`src/hdl/aopc_regs.svh`:
```
// Constants for the converter output, offset and power control block
`ifndef AOPC_REGS_SVH
`define AOPC_REGS_SVH
`define AOPC_SAMPLE_W        12
`define AOPC_FAST_LATENCY    10
`define AOPC_SPAN_BASE_LOG2  20
`define AOPC_SPAN_MAX_CODE   4'h0_b
`define AOPC_POS_FULL_OB     12'hfff
`define AOPC_NEG_FULL_OB     12'h000
`define AOPC_SIGN_FLIP       12'h800
`define AOPC_CLK_MHZ         250
`define AOPC_FULL_WAKE_US    100
`define AOPC_CORE_WAKE_US    5
`define AOPC_DRV_WAKE_NS     100
`define AOPC_SLOW_RATE_MSPS  1
`define AOPC_FULL_WAKE_CYC   (`AOPC_FULL_WAKE_US * `AOPC_CLK_MHZ)
`define AOPC_CORE_WAKE_CYC   (`AOPC_CORE_WAKE_US * `AOPC_CLK_MHZ)
`define AOPC_DRV_WAKE_CYC    ((`AOPC_DRV_WAKE_NS * `AOPC_CLK_MHZ) / 1000)
`define AOPC_SLOW_LIMIT_CYC  (`AOPC_CLK_MHZ / `AOPC_SLOW_RATE_MSPS)
`endif

```
`src/hdl/aopc_pkg.sv`:
```
// Types for the converter output, offset and power control block
package aopc_pkg;
   typedef enum logic [1:0] {
      AOPC_RUN,
      AOPC_SLEEP,
      AOPC_WAKE
   } aopc_pwr_e;
   typedef logic [11:0] aopc_word_t;
endpackage : aopc_pkg

```
`src/hdl/aopc_delay.sv`:
```
// Fixed pipeline delay for a word and its flag
module aopc_delay #(
   parameter int W     = 13,
   parameter int DEPTH = 10
) (
   input  wire logic         clk,
   input  wire logic         rstn,
   input  wire logic [W-1:0] d,
   output logic      [W-1:0] q
);
   logic [W-1:0] pipe      [DEPTH];
   logic [W-1:0] next_pipe [DEPTH];

   always_comb
   begin
      next_pipe[0] = d;
      for (int i = 1; i < DEPTH; i++)
         next_pipe[i] = pipe[i-1];
   end

   always_ff @(posedge clk or negedge rstn)
   begin
      if (!rstn)
      begin
         for (int i = 0; i < DEPTH; i++)
            pipe[i] <= '0;
      end
      else
      begin
         for (int i = 0; i < DEPTH; i++)
            pipe[i] <= next_pipe[i];
      end
   end

   assign q = pipe[DEPTH-1];
endmodule : aopc_delay

```
`src/hdl/aopc_sync.sv`:
```
// Two flip-flop synchroniser for one level
module aopc_sync (
   input  wire logic clk,
   input  wire logic rstn,
   input  wire logic d,
   output logic      q
);
   logic meta;
   logic next_meta;
   logic next_q;

   always_comb
   begin
      next_meta = d;
      next_q    = meta;
   end

   always_ff @(posedge clk or negedge rstn)
   begin
      if (!rstn)
      begin
         meta <= 1'b0;
         q    <= 1'b0;
      end
      else
      begin
         meta <= next_meta;
         q    <= next_q;
      end
   end
endmodule : aopc_sync

```
`src/hdl/aopc_top.sv`:
```
// Output formatting, offset cancellation and power control of the converter back end
// What this block does
// With cancellation on, estimate offset and subtract it from every sample
// Four-bit loop span picks 1M doubling to 2G cycles; codes above 1011 reserved
// Hold bit freezes the estimate; last estimate keeps being applied
// After reset cancellation is off and the fast path is active
// Controller clears the fast path first, then enables cancellation and span
// Fast path sends raw samples out after ten cycles, no processing
// Full-chip sleep powers down all, outputs float; data valid 100 us after wake
// Core sleep powers down only the core; data valid 5 us after wake
// Register bit or drive pin floats the outputs; drivers back in 100 ns
// Low-power mode entered when the sampling clock falls below 1 MSPS
// Each 12-bit word leaves with an output clock synchronous to it
// Interface bit or format pin picks DDR LVDS or parallel CMOS
// DDR: two bits per pair, even bits at falling, odd at rising edge
// Receiver captures on both output clock edges in DDR mode
// Separate double-strength controls for data and clock drivers, plus swing
// CMOS: one bit per pin each cycle, latch on output clock rising edge
// Overrange flag high in every overloaded cycle, in either interface mode
// Overload saturates to full scale in the selected coding
// Coding bit, or format pin in pin configuration mode, picks the coding
// Overrange flag leaves in the same cycle as its sample word
`include "aopc_regs.svh"
module aopc_top #(
   parameter int         W          = 12,
   parameter int         LAT        = `AOPC_FAST_LATENCY,
   parameter int         FULL_WAKE  = `AOPC_FULL_WAKE_CYC,
   parameter int         CORE_WAKE  = `AOPC_CORE_WAKE_CYC,
   parameter int         SPAN_BASE  = `AOPC_SPAN_BASE_LOG2
) (
   input  wire logic         clk,
   input  wire logic         rstn,
   input  wire logic         sample_clk,
   input  wire logic [W-1:0] raw_sample,
   input  wire logic         raw_over_pos,
   input  wire logic         raw_over_neg,
   input  wire logic         fast_path_bypass_off,
   input  wire logic         dc_cancel_enable,
   input  wire logic [3:0]   dc_cancel_loop_span,
   input  wire logic         dc_cancel_hold,
   input  wire logic         full_chip_sleep,
   input  wire logic         core_sleep,
   input  wire logic         output_driver_off,
   input  wire logic         output_drive_pin,
   input  wire logic         pin_config_mode,
   input  wire logic         interface_cmos,
   input  wire logic         format_select_pin,
   input  wire logic         coding_twos,
   input  wire logic         data_driver_double,
   input  wire logic         clock_driver_double,
   input  wire logic [3:0]   swing_level,
   output logic [W/2-1:0]    lvds_data,
   output logic [W-1:0]      cmos_data,
   output logic              output_clock,
   output logic              overrange_flag,
   output logic              outputs_oe_n,
   output logic              data_valid,
   output logic              core_powered,
   output logic              ref_powered,
   output logic              low_power,
   output logic              lvds_mode,
   output logic              data_double,
   output logic              clock_double,
   output logic [3:0]        swing
);
   localparam int SLOW_LIMIT = `AOPC_SLOW_LIMIT_CYC;
   localparam int DRV_WAKE   = `AOPC_DRV_WAKE_CYC;
   localparam int ACC_W      = W + 32;

   // Sampling clock edges from the pin
   logic sclk_s;
   logic sclk_d;
   logic next_sclk_d;
   logic s_edge;

   aopc_sync u_sync_clk (
      .clk  (clk),
      .rstn (rstn),
      .d    (sample_clk),
      .q    (sclk_s)
   );

   logic drv_pin_s;
   aopc_sync u_sync_oe (
      .clk  (clk),
      .rstn (rstn),
      .d    (output_drive_pin),
      .q    (drv_pin_s)
   );

   logic fmt_pin_s;
   aopc_sync u_sync_fmt (
      .clk  (clk),
      .rstn (rstn),
      .d    (format_select_pin),
      .q    (fmt_pin_s)
   );

   assign next_sclk_d = sclk_s;
   assign s_edge      = sclk_s & ~sclk_d;

   // Clock-stop watchdog
   logic [15:0] gap_cnt;
   logic [15:0] next_gap_cnt;
   logic        next_low_power;

   always_comb
   begin
      next_gap_cnt   = gap_cnt;
      next_low_power = low_power;
      if (s_edge)
      begin
         next_gap_cnt   = '0;
         next_low_power = 1'b0;
      end
      else if (gap_cnt >= 16'(SLOW_LIMIT))
         next_low_power = 1'b1;
      else
         next_gap_cnt = gap_cnt + 16'h0001;
   end

   // Power state and wake timer
   aopc_pkg::aopc_pwr_e pwr;
   aopc_pkg::aopc_pwr_e next_pwr;
   logic [31:0]         wake_cnt;
   logic [31:0]         next_wake_cnt;
   logic                was_full;
   logic                next_was_full;

   always_comb
   begin
      next_pwr      = pwr;
      next_wake_cnt = wake_cnt;
      next_was_full = was_full;
      case (pwr)
         aopc_pkg::AOPC_RUN:
            if (full_chip_sleep || core_sleep)
            begin
               next_pwr      = aopc_pkg::AOPC_SLEEP;
               next_was_full = full_chip_sleep;
            end
         aopc_pkg::AOPC_SLEEP:
         begin
            if (full_chip_sleep)
               next_was_full = 1'b1;
            if (!full_chip_sleep && !core_sleep)
            begin
               next_pwr      = aopc_pkg::AOPC_WAKE;

               next_wake_cnt = was_full ? 32'(FULL_WAKE) : 32'(CORE_WAKE);
            end
         end
         aopc_pkg::AOPC_WAKE:
            if (full_chip_sleep || core_sleep)
            begin
               next_pwr      = aopc_pkg::AOPC_SLEEP;
               next_was_full = was_full | full_chip_sleep;
            end
            else if (wake_cnt <= 32'h0000_0001)
               next_pwr = aopc_pkg::AOPC_RUN;
            else
               next_wake_cnt = wake_cnt - 32'h0000_0001;
         default:
            next_pwr = aopc_pkg::AOPC_RUN;
      endcase
   end

   assign core_powered = (pwr != aopc_pkg::AOPC_SLEEP) && !low_power;
   assign ref_powered  = !((pwr == aopc_pkg::AOPC_SLEEP) && was_full);
   assign data_valid   = (pwr == aopc_pkg::AOPC_RUN) && !low_power;

   // Output driver enable with resume delay
   logic       drv_off_req;
   logic       drv_on;
   logic       next_drv_on;
   logic [7:0] drv_cnt;
   logic [7:0] next_drv_cnt;

   assign drv_off_req = output_driver_off || drv_pin_s || full_chip_sleep;

   always_comb
   begin
      next_drv_on  = drv_on;
      next_drv_cnt = drv_cnt;
      if (drv_off_req)
      begin
         next_drv_on  = 1'b0;
         next_drv_cnt = 8'(DRV_WAKE);
      end
      else if (!drv_on)
      begin
         if (drv_cnt <= 8'h01)
            next_drv_on = 1'b1;
         else
            next_drv_cnt = drv_cnt - 8'h01;
      end
   end

   assign outputs_oe_n = !drv_on;

   // Mode selection
   assign lvds_mode    = pin_config_mode ? !fmt_pin_s : !interface_cmos;
   assign data_double  = data_driver_double;
   assign clock_double = clock_driver_double;
   assign swing        = swing_level;

   logic twos;
   assign twos = pin_config_mode ? fmt_pin_s : coding_twos;

   // Offset estimate: leaky integrator with span set by the loop code
   logic signed [ACC_W-1:0] acc;
   logic signed [ACC_W-1:0] next_acc;
   logic [5:0]              shift;
   logic signed [W-1:0]     offset;
   logic signed [W:0]       centred;
   logic                    dc_on;

   assign dc_on   = fast_path_bypass_off && dc_cancel_enable;
   assign shift   = 6'(SPAN_BASE) + ((dc_cancel_loop_span > `AOPC_SPAN_MAX_CODE)
                    ? 6'(`AOPC_SPAN_MAX_CODE) : 6'(dc_cancel_loop_span));
   assign offset  = W'(acc >>> shift);
   assign centred = $signed({1'b0, raw_sample}) - $signed({1'b0, `AOPC_SIGN_FLIP});

   always_comb
   begin
      next_acc = acc;
      if (!dc_on)
         next_acc = '0;
      else if (s_edge && !dc_cancel_hold && !raw_over_pos && !raw_over_neg)
         next_acc = acc + ACC_W'(centred) - (acc >>> shift);
   end

   // Sample processing, capture on each rising sampling clock edge
   logic [W-1:0] proc;
   logic signed [W+1:0] corr;
   logic         over;
   logic [W-1:0] word;

   always_comb
   begin
      corr = (W+2)'($signed({2'b00, raw_sample})) - (W+2)'(offset);
      if (!fast_path_bypass_off || !dc_on)
         proc = raw_sample;
      else if (corr < 0)
         proc = `AOPC_NEG_FULL_OB;
      else if (corr > (W+2)'(`AOPC_POS_FULL_OB))
         proc = `AOPC_POS_FULL_OB;
      else
         proc = corr[W-1:0];
      over = raw_over_pos || raw_over_neg;
      if (raw_over_pos)
         word = `AOPC_POS_FULL_OB;
      else if (raw_over_neg)
         word = `AOPC_NEG_FULL_OB;
      else
         word = proc;
      if (twos)
         word = word ^ `AOPC_SIGN_FLIP;
   end

   // Ten-stage pipe moves on sampling edges only; flag travels with its word
   logic [W:0] pipe      [LAT];
   logic [W:0] next_pipe [LAT];

   always_comb
   begin
      for (int i = 0; i < LAT; i++)
         next_pipe[i] = pipe[i];
      if (s_edge)
      begin
         next_pipe[0] = {over, word};
         for (int i = 1; i < LAT; i++)
            next_pipe[i] = pipe[i-1];
      end
   end

   // Output stage: data, overrange and output clock
   logic [W:0]     out_q;
   logic [W-1:0]   next_cmos;
   logic [W/2-1:0] next_lvds;
   logic           next_oclk;
   logic           next_ovr;

   aopc_delay #(
      .W     (W+1),
      .DEPTH (1)
   ) u_out_reg (
      .clk  (clk),
      .rstn (rstn),
      .d    (pipe[LAT-1]),
      .q    (out_q)
   );

   always_comb
   begin
      next_oclk = sclk_d;
      next_ovr  = out_q[W];
      next_cmos = out_q[W-1:0];
      for (int i = 0; i < W/2; i++)
         next_lvds[i] = sclk_d ? out_q[2*i+1] : out_q[2*i];
      if (!data_valid)
      begin
         next_cmos = '0;
         next_lvds = '0;
         next_ovr  = 1'b0;
      end
   end

   always_ff @(posedge clk or negedge rstn)
   begin
      if (!rstn)
      begin
         sclk_d         <= 1'b0;
         gap_cnt        <= '0;
         low_power      <= 1'b0;
         pwr            <= aopc_pkg::AOPC_RUN;
         wake_cnt       <= '0;
         was_full       <= 1'b0;
         drv_on         <= 1'b1;
         drv_cnt        <= '0;
         acc            <= '0;
         output_clock   <= 1'b0;
         overrange_flag <= 1'b0;
         cmos_data      <= '0;
         lvds_data      <= '0;
         for (int i = 0; i < LAT; i++)
            pipe[i] <= '0;
      end
      else
      begin
         sclk_d         <= next_sclk_d;
         gap_cnt        <= next_gap_cnt;
         low_power      <= next_low_power;
         pwr            <= next_pwr;
         wake_cnt       <= next_wake_cnt;
         was_full       <= next_was_full;
         drv_on         <= next_drv_on;
         drv_cnt        <= next_drv_cnt;
         acc            <= next_acc;
         output_clock   <= next_oclk;
         overrange_flag <= next_ovr;
         cmos_data      <= next_cmos;
         lvds_data      <= next_lvds;
         for (int i = 0; i < LAT; i++)
            pipe[i] <= next_pipe[i];
      end
   end

   // Overrange reaches the pin together with its saturated word
   // Either coding, since the coding may change while words are in flight
   property p_ovr_word;
      @(posedge clk) disable iff (!rstn)
      overrange_flag |->
         (cmos_data[W-2:0] == {(W-1){1'b1}} || cmos_data[W-2:0] == {(W-1){1'b0}});
   endproperty
   a_ovr_word: assert property (p_ovr_word)
      else $error("overrange without full-scale word");

   property p_hiz;
      @(posedge clk) disable iff (!rstn)
      (output_driver_off || full_chip_sleep) |=> outputs_oe_n;
   endproperty
   a_hiz: assert property (p_hiz)
      else $error("drivers still on while off requested");

   property p_fast_raw;
      @(posedge clk) disable iff (!rstn)
      (!fast_path_bypass_off && !raw_over_pos && !raw_over_neg && !twos) |-> proc == raw_sample;
   endproperty
   a_fast_raw: assert property (p_fast_raw)
      else $error("fast path altered the sample");

   property p_hold;
      @(posedge clk) disable iff (!rstn)
      (dc_on && dc_cancel_hold && $past(dc_on) && $past(dc_cancel_hold)) |->
         acc == $past(acc);
   endproperty
   a_hold: assert property (p_hold)
      else $error("estimate moved while held");

   property p_slow;
      @(posedge clk) disable iff (!rstn)
      (gap_cnt >= 16'(SLOW_LIMIT) && !s_edge) |=> low_power;
   endproperty
   a_slow: assert property (p_slow)
      else $error("no low power after clock stop");

   property p_core;
      @(posedge clk) disable iff (!rstn)
      (pwr == aopc_pkg::AOPC_RUN && core_sleep) |=> !core_powered;
   endproperty
   a_core: assert property (p_core)
      else $error("core not powered down");

   property p_dis;
      @(posedge clk) disable iff (!rstn)
      !dc_on |=> acc == '0;
   endproperty
   a_dis: assert property (p_dis)
      else $error("estimate kept while disabled");

   property p_oclk;
      @(posedge clk) disable iff (!rstn)
      s_edge |-> ##2 output_clock;
   endproperty
   a_oclk: assert property (p_oclk)
      else $error("output clock not following sample clock");
endmodule : aopc_top

```
`config.mk`:
```
export PLATFORM = sky130hd
export DESIGN_NAME = aopc_top
export DESIGN_NICKNAME = d
export VERILOG_FILES = /design/src/hdl/aopc_pkg.sv /design/src/hdl/aopc_delay.sv /design/src/hdl/aopc_sync.sv /design/src/hdl/aopc_top.sv
export VERILOG_INCLUDE_DIRS = /design/src /design/src/hdl
export SDC_FILE = /design/constraint.sdc
export NUM_CORES = 1
export LEC_CHECK = 0
export ABC_CLOCK_PERIOD_IN_PS = 4500
export BUFFER_PORTS_ARGS = -buffer_cell sky130_fd_sc_hd__buf_2
export CORE_ASPECT_RATIO = 1.2
export CORE_MARGIN = 4
export CORE_UTILIZATION = 46
export CTS_CLUSTER_DIAMETER = 60
export DETAILED_ROUTE_END_ITERATION = 10
export HOLD_SLACK_MARGIN = 0.02
export MAX_ROUTING_LAYER = met4
export PLACE_DENSITY_LB_ADDON = 0.1
export SETUP_SLACK_MARGIN = 0.05
export SLEW_MARGIN = 15
export SYNTH_ARGS = -nofsm -noshare
export SYNTH_HDL_FRONTEND = slang
export SYNTH_SLANG_ARGS = --single-unit
```
`constraint.sdc`:
```
create_clock -name clk -period 4.5 [get_ports clk]
set_input_delay 0.45 -clock clk [delete_from_list [all_inputs] [get_ports clk]]
set_output_delay 0.45 -clock clk [all_outputs]
set_load 0.05 [all_outputs]
```
==> results.tsv <==
metric	value	unit
timing.final.crit_share	0.965	
outcome	finished, final reports clean	
worstPathRequired	4.97	ns
hold_path_class	input pin to flop	
cts-root-buf	clkbuf_16	
syn_avg_cell_area	9.07	um^2
fin_crit	4.34	ns
port_buffers	57	
reg2reg_depth	15	
wl_per_cell	15.6	um
htree_levels	1	
clk_latency	0.55	ns
layout.nets	2070	
synth_edf_count	0	
r2r-start	acc[33]	
clkPwrFrac	0.327	
ant_nets	0	
yosysTopAreaCell	dfrtp_1	
final_common_cell	nand2_1	
tritoncts	done	
grt_pass1_wl	62500	um
hpwl	27600	um
worstPathArrival	4.81	ns
grt_remaining_overflow	0	
hold-worst-slack	0.140	ns
r2r-end	acc[41]	
drt_iter0_markers	716	
gp_congestion	0.967	
synth_area	16000	um^2
fin_skew	0.0113	ns
stdcell_area	18800	um^2
rsz0062_at_grt	yes	
synth_cells	1761	
drive_gt1_frac	0.173	
clkSinkCount	275	
critical_path.most_common_cell	a221o_1	
max_freq	230	MHz
place_area	17600	um^2
crit_path_end_kind	flop	
coreArea	34200	um^2
grt_max_degree	125	
synthesis.nets	1910	
cts_max_path_buffers	3	
power.density	389	nW/um^2
place_inst	2330	
yosys_warnings	0	
holdPathStages	3	
critPathMaxFanout	6	
routed_wl	37600	um
vdd_drop_max	0.265	mV
post-route-util	0.551	
swShare	0.325	
fin_cells	2403	
slew_headroom	0.325	
cap_viol_max_count	0	
path_class	flop to flop	
worst_slew_pin_slew	1.01	ns
slew_viol_final	0	
power_leakage	9.21	nW
cts_buffers	31	
path_cells	mux4_2, mux2i_1, nor2_1, a21oi_2, fa_1, ha_4, and2_4, a221o_1, a221o_1, a21oi_4, o311ai_4, o21bai_2, a211oi_4, or4_4, o211ai_2	
switchingPower	0.00238	W
max_stage_delay	0.51	ns
pwr-share-comb	0.255	
synthTopCellsByArea	dfrtp_1, nand2_1, fa_1	
track_usage	0.207	
rows	74	
setup_violations	0	
antenna_found_initial	4	
grt_pass1_vias	12400	
reg2reg_slack	0.16	ns
viasPerCell	5.19	
mostFrequentLayoutCells	nand2_1, dfrtp_1, buf_4, nor2_1	
finalSetupTns	0	ns
dieArea	37800	um^2
drc	0	
clk_pin_slew	0.07	ns
die_x	178	um
cp-start-kind	flop	
p_int	0.00494	W
hold_viol	0	
async_reset_ff_frac	1.00	
crit_path_top_delay_cell	mux4_2	
yosysSeqAreaShare	0.431	
synth_seq_cells	275	
via_count	12500	
first_pass_iters	5	
ys.flop_type	dfrtp_1	
synth_top_cell_area_share	0.429	
area_growth	17.9	%
min_to	drv_cnt[0]	
worstHoldStart	output_driver_off	
synth_cell_types	83	
ios	70	
p_seq_frac	0.418	
initial_utilization	0.467	
die_h	212	um
critical path: cells and delay by family, from the launching register on:
family	cells	cell delay (ns)
and+or+nand+nor	3	0.70
AOI/OAI and AO/OA	8	1.68
muxes	2	0.66
adders and majority gates	2	0.73
DFF	1	0.47
power groups by stage:
stage / sequential, W / combinational, W / clock (W)
floorplan: 0.00316 / 0.00122 / 0
global route: 0.00311 / 0.00212 / 0.00258
finish: 0.00306 / 0.00187 / 0.00240
global placement: 0.00310 / 0.00182 / 0
detailed placement: 0.00310 / 0.00185 / 0
CTS: 0.00306 / 0.00187 / 0.00249
logic make-up (layout without fill, tap and decap cells):
group | after synthesis | after routing | share of synthesized area
AO/OA/AOI/OAI | 311 | 312 | 0.122
other | 0 | 4 | 0
flip-flops | 275 | 275 | 0.431
adder cells (fa/ha/maj) | 111 | 111 | 0.108
multiplexers | 50 | 50 | 0.0395
buffers and inverters | 174 | 355 | 0.0472
AND/OR/NAND/NOR | 756 | 756 | 0.206
XOR/XNOR | 84 | 84 | 0.0461
cells in the mapped netlist, types with 4 or more instances:
cell type / number
nand4_1: 18
nor3_1: 21
nor4_1: 9
fa_1: 44
buf_2: 4
nor2_1: 117
ha_1: 67
o211ai_1: 5
a21boi_0: 4
and2_1: 24
xnor2_1: 44
nand3_1: 25
buf_4: 13
a211o_1: 5
a21o_1: 23
o21a_1: 7
a31oi_1: 19
dfrtp_1: 274
nand2b_1: 8
a221o_1: 4
or4_1: 5
or3_1: 10
nand2_1: 469
mux2_2: 4
inv_1: 91
o22ai_1: 4
o21ai_0: 94
a211oi_1: 11
buf_1: 8
a21oi_1: 93
clkbuf_1: 51
nor2b_1: 14
buf_6: 6
mux2i_1: 36
mux4_2: 10
xor2_1: 40
and3_1: 10
metrics by stage:
step / power [W] / setup slack (ns)
6_report: 0.00732 / 0.158
5_1_grt: 0.00781 / -0.0277
4_1_cts: 0.00742 / 0.0548
3_5_place_dp: 0.00495 / -0.532
3_3_place_gp: 0.00492 / -0.449
2_1_floorplan: 0.00438 / -0.178
routing by layer:
layer | vias to the layer above | GRT usage | share of wire
met1 | 6028 | 0.252 | 0.42
met3 | 60 | 0.0261 | 0.039
met2 | 177 | 0.364 | 0.52
met4 | 0 | 0.0568 | 0.027
li1 | 6215 | - | -
met5 | - | - | 0
area by class of cell:
class | instances | area, um^2
flip-flops and latches | 275 | 6890
multi-input cells | 1313 | 8540
clock buffers | 43 | 881
inverters | 91 | 342
well taps | 456 | 571
repair buffers | 209 | 1500
diodes | 4 | 10.0
clock inverters | 12 | 97.6
fillers | 3159 | 15300
flip-flops by register name, indices dropped and copies added (netlist names), 2 cells and up:
name and flops:
cmos_data 12, acc 44, u_out_reg.q 13, drv_cnt 8
pwr 2, wake_cnt 32, pipe 130, lvds_data 6
gap_cnt 16
what timing repair did:
item / CTS / global route
hold endpoints to repair: 13 / 0
pin swaps: 0 / 9
gates resized for setup: 4 / 22
endpoints found under the setup margin: 3 / 15
gates cloned: 0 / 1
buffers inserted: 0 / 9
hold buffers: 4 / 0
worst max path at each step:
stage | startpoint | to | slack [ns] | cells after the start
2_1_floorplan | dc_cancel_loop_span[3] | acc[41] | -0.18 | 20
5_1_grt | acc[33] | acc[41] | -0.03 | 15
3_3_place_gp | dc_cancel_loop_span[3] | acc[41] | -0.45 | 17
4_1_cts | acc[34] | acc[41] | 0.05 | 15
6_report | acc[33] | acc[41] | 0.16 | 15
3_5_place_dp | dc_cancel_loop_span[3] | acc[41] | -0.53 | 20
(Power assumes the default switching activity.)
